==> config.mk <==
export PLATFORM = sky130hd
export DESIGN_NAME = periph_irq_bank
export DESIGN_NICKNAME = d
export VERILOG_FILES = /design/src/verilog/periph_irq_pkg.sv /design/src/verilog/periph_irq_bank.sv
export SDC_FILE = /design/constraint.sdc
export NUM_CORES = 1
export LEC_CHECK = 0
export BUFFER_PORTS_ARGS = -buffer_cell sky130_fd_sc_hd__buf_2
export CAP_MARGIN = 10
export CORE_MARGIN = 2
export CORE_UTILIZATION = 51
export DETAILED_ROUTE_END_ITERATION = 7
export GPL_TIMING_DRIVEN = 1
export PLACE_DENSITY = 0.81
export RECOVER_POWER = 50
export SLEW_MARGIN = 20
export SYNTH_ARGS = -nofsm -noshare
export SYNTH_HDL_FRONTEND = slang
export SYNTH_SLANG_ARGS = --single-unit
export TNS_END_PERCENT = 5
==> constraint.sdc <==
create_clock -name REF_CLK -period 1.51 [get_ports REF_CLK]
set_input_delay 0.0755 -clock REF_CLK [delete_from_list [all_inputs] [get_ports REF_CLK]]
set_output_delay 0.0755 -clock REF_CLK [all_outputs]
set_load 0.005 [all_outputs]
==> src/verilog/periph_irq_pkg.sv <==
// Purpose: Constants for the peripheral interrupt flag and enable bank
// Assumes: Byte-wide register port, one clock
// Notes: Register indices are local choices
package periph_irq_pkg;
   localparam logic [2:0] ADDR_FLAGS_ONE = 3'h0;
   localparam logic [2:0] ADDR_FLAGS_TWO = 3'h1;
   localparam logic [2:0] ADDR_ENABLES_ONE = 3'h2;
   localparam logic [2:0] ADDR_ENABLES_TWO = 3'h3;
   localparam logic [2:0] ADDR_GLOBAL_CTRL = 3'h4;
   localparam logic [7:0] FLAGS_RESET = 8'h00;
   localparam logic [7:0] ENABLES_RESET = 8'h00;
   localparam logic [7:0] PRIORITY_RESET = 8'h00;
   localparam logic [7:0] GLOBAL_RESET = 8'h00;
   // Writable masks of flags one and of the second-group registers
   localparam logic [7:0] FLAGS_ONE_WMASK = 8'hcf;
   localparam logic [7:0] TWO_IMPL_MASK = 8'h0f;
   // Bit positions of the global control register and of the flags one level bits
   localparam int GCTL_GLOBAL_EN = 7;
   localparam int GCTL_GROUP_EN = 6;
   localparam int GCTL_PRIO_LEVELS = 0;
   localparam int RX_FULL_BIT = 5;
   localparam int TX_EMPTY_BIT = 4;
endpackage

==> src/verilog/periph_irq_bank.sv <==
// Purpose: Peripheral interrupt flags, enables and combined request
// Assumes: Events are one-cycle pulses synchronous to REF_CLK, except receive full and transmit empty, which are levels
// Notes: Priority bits for each source come in on a plain port
//
// The register offsets and the strobed register port were left to the implementer.
`timescale 1ns/1ns
module periph_irq_bank
   import periph_irq_pkg::*;
(
   // Clock and reset
   input wire logic REF_CLK,
   input wire logic RST,
   // Register port
   input wire logic [2:0] ADDR,
   input wire logic [7:0] WDATA,
   input wire logic WR,
   input wire logic RD,
   output logic [7:0] RDATA,
   // Peripheral events, first group, bit 7 down to 0
   input wire logic PARALLEL_PORT_ACCESS,
   input wire logic CONVERSION_DONE,
   input wire logic SERIAL_RX_FULL,
   input wire logic SERIAL_TX_EMPTY,
   input wire logic SYNC_SERIAL_DONE,
   input wire logic CAPCOMP_ONE_EVENT,
   input wire logic TIMER_TWO_MATCH,
   input wire logic TIMER_ONE_OVERFLOW,
   // Peripheral events, second group, bit 3 down to 0
   input wire logic BUS_COLLISION,
   input wire logic LOW_VOLTAGE,
   input wire logic TIMER_THREE_OVERFLOW,
   input wire logic CAPCOMP_TWO_EVENT,
   // Priority bits per source, 1 is high
   input wire logic [7:0] PRIORITY_ONE,
   input wire logic [3:0] PRIORITY_TWO,
   // Requests toward the processor
   output logic PERIPH_REQ,
   output logic IRQ_HIGH,
   output logic IRQ_LOW
);

   logic [7:0] flags_one_r;
   logic [7:0] flags_one_nxt;
   logic [3:0] flags_two_r;
   logic [3:0] flags_two_nxt;
   logic [7:0] enables_one_r;
   logic [3:0] enables_two_r;
   logic [7:0] global_ctrl_r;
   logic [7:0] rdata_r;
   logic periph_req_r;
   logic irq_high_r;
   logic irq_low_r;

   wire logic wr_flags_one = WR && (ADDR == ADDR_FLAGS_ONE);
   wire logic wr_flags_two = WR && (ADDR == ADDR_FLAGS_TWO);
   wire logic wr_enables_one = WR && (ADDR == ADDR_ENABLES_ONE);
   wire logic wr_enables_two = WR && (ADDR == ADDR_ENABLES_TWO);
   wire logic wr_global = WR && (ADDR == ADDR_GLOBAL_CTRL);

   wire logic [7:0] events_one = {PARALLEL_PORT_ACCESS, CONVERSION_DONE, 1'b0, 1'b0,
      SYNC_SERIAL_DONE, CAPCOMP_ONE_EVENT, TIMER_TWO_MATCH, TIMER_ONE_OVERFLOW};
   wire logic [3:0] events_two = {BUS_COLLISION, LOW_VOLTAGE, TIMER_THREE_OVERFLOW,
      CAPCOMP_TWO_EVENT};

   // Sticky flags: a set in the cycle of a clear wins
   genvar i;
   generate
      for (i = 0; i < 8; i++) begin : g_one
         if (i == RX_FULL_BIT || i == TX_EMPTY_BIT) begin : g_level
            assign flags_one_nxt[i] = 1'b0;
         end else begin : g_sticky
            assign flags_one_nxt[i] = events_one[i] ||
               ((wr_flags_one && FLAGS_ONE_WMASK[i]) ? WDATA[i] : flags_one_r[i]);
         end
      end
      for (i = 0; i < 4; i++) begin : g_two
         assign flags_two_nxt[i] = events_two[i] ||
            (wr_flags_two ? WDATA[i] : flags_two_r[i]);
      end
   endgenerate

   // Receive full and transmit empty follow the buffer state, not writable
   wire logic [7:0] flags_one_view = {flags_one_r[7:6], SERIAL_RX_FULL, SERIAL_TX_EMPTY,
      flags_one_r[3:0]};

   wire logic [7:0] pend_one = flags_one_view & enables_one_r;
   wire logic [3:0] pend_two = flags_two_r & enables_two_r;
   wire logic [7:0] high_one = pend_one & PRIORITY_ONE;
   wire logic [3:0] high_two = pend_two & PRIORITY_TWO;
   wire logic [7:0] low_one = pend_one & ~PRIORITY_ONE;
   wire logic [3:0] low_two = pend_two & ~PRIORITY_TWO;
   wire logic any_pend = (|pend_one) || (|pend_two);

   wire logic g_en = global_ctrl_r[GCTL_GLOBAL_EN];
   wire logic grp_en = global_ctrl_r[GCTL_GROUP_EN];
   wire logic prio_on = global_ctrl_r[GCTL_PRIO_LEVELS];

   // Without priorities both enables gate; with them, each level has its own
   wire logic req_compat = any_pend && grp_en && g_en;
   wire logic req_high = prio_on && g_en && ((|high_one) || (|high_two));
   wire logic req_low = prio_on && grp_en && ((|low_one) || (|low_two));
   wire logic high_nxt = prio_on ? req_high : req_compat;
   wire logic low_nxt = prio_on && req_low;

   wire logic [7:0] rdata_nxt =
      (ADDR == ADDR_FLAGS_ONE) ? flags_one_view :
      (ADDR == ADDR_FLAGS_TWO) ? {4'h0, flags_two_r} :
      (ADDR == ADDR_ENABLES_ONE) ? enables_one_r :
      (ADDR == ADDR_ENABLES_TWO) ? {4'h0, enables_two_r} :
      (ADDR == ADDR_GLOBAL_CTRL) ? global_ctrl_r : 8'h00;

   always_ff @(posedge REF_CLK or posedge RST) begin
      if (RST) begin
         flags_one_r <= FLAGS_RESET;
         flags_two_r <= FLAGS_RESET[3:0];
         enables_one_r <= ENABLES_RESET;
         enables_two_r <= ENABLES_RESET[3:0];
         global_ctrl_r <= GLOBAL_RESET;
      end else begin
         flags_one_r <= flags_one_nxt;
         flags_two_r <= flags_two_nxt;
         if (wr_enables_one) begin
            enables_one_r <= WDATA;
         end
         if (wr_enables_two) begin
            enables_two_r <= WDATA[3:0] & TWO_IMPL_MASK[3:0];
         end
         if (wr_global) begin
            global_ctrl_r <= WDATA & 8'hc1;
         end
      end
   end

   always_ff @(posedge REF_CLK or posedge RST) begin
      if (RST) begin
         rdata_r <= 8'h00;
         periph_req_r <= 1'b0;
         irq_high_r <= 1'b0;
         irq_low_r <= 1'b0;
      end else begin
         rdata_r <= RD ? rdata_nxt : 8'h00;
         periph_req_r <= any_pend;
         irq_high_r <= high_nxt;
         irq_low_r <= low_nxt;
      end
   end

   assign RDATA = rdata_r;
   assign PERIPH_REQ = periph_req_r;
   assign IRQ_HIGH = irq_high_r;
   assign IRQ_LOW = irq_low_r;

endmodule

==> out/results.ini <==
[status]
status = complete, no violations

[synthesis]
synth_fp_nets = 198
yosys_most_used_dff = dfrtp_1
synth_edf_count = 0
yosysSeqAreaShare_pct = 50.5
yosys_warnings = 0
ys_types = 30
synthSimpleGateAreaFrac_pct = 21.7
ys_ff_latch = 36
yosysMostFrequentCell = dfrtp_1
synth_mux_area_share_pct = 16.8
synth.cell_area_sq_mm = 0.00178
synth_xor_area_share_pct = 0
synth_top_area_cell = dfrtp_1
synth_commonest_cells = 36 x dfrtp_1, 22 x nand2_1, 15 x mux2_2
yosys-top-cells-area = dfrtp_1 50%, mux2_2 9.5%, mux4_2 5.0%
synth-async-reset-ratio_pct = 100
syn-instance-count = 159
syn_avg_cell_area_sq_um = 11.2
synth_compound_area_share_pct = 8.42
yosysTopAreaCellShare_pct = 50.5
synth_top_family_by_area = simple AND/OR/NAND/NOR gates
synth_fa_ha_area_share_pct = 0

[floorplanning]
dieArea_sq_mm = 0.00399
core_area_sq_mm = 0.00334
die_h_um = 63.1
rows = 21
initial_utilization_pct = 53.5
die_w_um = 63.1
ios = 50

[worst_hold_path]
hp-start = SERIAL_TX_EMPTY
min_to = RDATA[4]
holdPathStages = 3
hp-class = in2reg

[global_routing]
grt_pass1_vias = 1574
overflow = 0
grt_pass1_wl_um = 7620
grt_max_degree = 37
antenna_found_initial = 0
track_usage_pct = 25.6

[place]
portBuffers = 49
place_area_sq_mm = 0.00207
gp_congestion = 0.974
place_hpwl_um = 3240

[timing]
tns_ns = 0
worst_pin_slew_ns = 0.854
fin_crit_ns = 1.43
hold_violations = 0
rsz0062_at_grt = no
period_share_pct = 94.9
relSlewSlack_pct = 43.1
finClkSkew_ns = 0.00500
maxClockFrequency_mhz = 698
slew_violations = 0
setup_violations = 0

[drt]
met2_length_um = 2330
wirelength_um = 4600
drt-pass1-iter-count = 4
routed-via-count = 1608
wl_met3_um = 288
via_per_inst = 5.60
post-route-drc-count = 0
drt_iter0_markers = 85
avgRoutedWirePerCell_um = 16.0
wl_met1_um = 1810
topRoutingLayerUsed = met4
ant_nets = 0

[layout]
nNetsFinal = 279
antenna_cells = 0
multi_input_area_sq_um = 836
seq_area_sq_um = 901
area_delta_synth_final_pct = 34.2
fillers = 250
drive_above_1_share_pct = 34.0
fin_area_sq_mm = 0.00239

[clock_tree]
tritoncts = yes
cts-root-buf = clkbuf_4
clock_tree.buffer_depth = 2
clk_latency_ns = 0.35
clk_pin_slew_ns = 0.10
htreeDepth = 2
clock_sinks = 36
cts_buffers = 5

[critical_path]
path_cells = nor2b_1 -> a211o_1 -> dlygate4sd3_1
timing.rr.end = flags_two_r[1]
worstRegToRegCells = 3
cp_max_fo = 4
cp.required_ns = 1.75
worst_path_max_delay_cell = dlygate4sd3_1
slowest_delay_ns = 0.55
start_kind = flip-flop
rrSetupSlack_ns = 0.08
timing.rr.start = flags_two_r[1]
crit_arrival_ns = 1.67
path_class = reg2reg
cp-end-kind = flip-flop

[power]
p_per_area_mw_per_mm2 = 951
ir_drop_v = 0.000539
p_leak_nw = 1.11
power_mw = 2.28

[run]
maxCapViolations = 0

cells in the final DEF, fill, tap and decap left out, types with 2 or more instances in the layout:
cell type      synthesis  layout
clkbuf_1               0       3
buf_2                  2      48
mux4_2                 4       4
a31oi_1                8       8
nand3_1               10      10
dfrtp_1               36      36
nand4_1                5       5
nor3_1                 2       2
nor2_1                 7       7
o22ai_1                6       6
dlygate4sd3_1          0      25
mux2_2                15      15
nor2b_1                4       4
inv_1                  2       2
clkbuf_4               0       5
a211o_1                4       4
nand3b_1               6       6
mux2i_1                4       4
nand2_1               22      22
and3_1                 8       8
buf_4                  1       3
flip-flops by register name (all words and copies together), names as in the netlist:
signal         count
RDATA              8
enables_one_r      8
flags_one_r        6
enables_two_r      4
flags_two_r        4
global_ctrl_r      3
IRQ_HIGH           1
IRQ_LOW            1
PERIPH_REQ         1
routing by layer:
metal	GRT usage, %	vias up
met4	14.2	0
met3	8.21	19
li1	-	753
met5	0	-
met1	30.0	764
met2	41.5	72
power by group:
| group | internal (mW) | switching (mW) |
|---|---|---|
| clock network | 0.229 | 0.306 |
| logic | 0.302 | 0.245 |
| registers | 1.09 | 0.109 |
final cells by class:
cell class	count	area share (%)
clock buffer	8	2.46
inverter	2	0.313
multi-input combinational	116	34.9
sequential	36	37.6
tap	46	2.40
timing repair buffer	79	22.3
logic make-up after synthesis:
family	Yosys count
compound gates	21
buf+inv	7
flops	36
mux	23
simple gates	72
timing repair:
| item | in CTS | in global routing |
|---|---|---|
| hold buffers | 24 | 2 |
| buffers inserted | 0 | 1 |
| hold endpoints to repair | 56 | 3 |
| endpoints found under the setup margin | 0 | 3 |
| gates resized for setup | 0 | 1 |
critical path: cells and delay by family (launching register included):
kind | cells | cell delay, ns
flops | 1 | 0.41
compound gates | 1 | 0.23
buf+inv | 1 | 0.55
simple gates | 1 | 0.14
metrics by stage:
stage	hold slack, ns	worst slack (ns)	utilization, %	instances
2_1_floorplan	0.176	0.224	-	159
3_3_place_gp	0.192	0.207	62.0	252
3_5_place_dp	0.197	0.188	62.0	252
4_1_cts	0.00480	0.0410	71.0	284
5_1_grt	0.0554	0.0326	71.8	287
6_report	0.0442	0.0764	71.8	287
how the worst max path moves through the flow:
stage / startpoint / to / slack (ns) / cells after the start
after detailed placement: flags_two_r[1] / RDATA[1] / 0.19 / 3
after global routing: flags_two_r[2] / flags_two_r[2] / 0.03 / 3
final: flags_two_r[1] / flags_two_r[1] / 0.08 / 3
after global placement: flags_two_r[1] / RDATA[1] / 0.21 / 3
after floorplan: flags_two_r[1] / RDATA[1] / 0.22 / 3
after CTS: flags_two_r[2] / flags_two_r[2] / 0.04 / 3
Power figures use the tool's default switching activity.
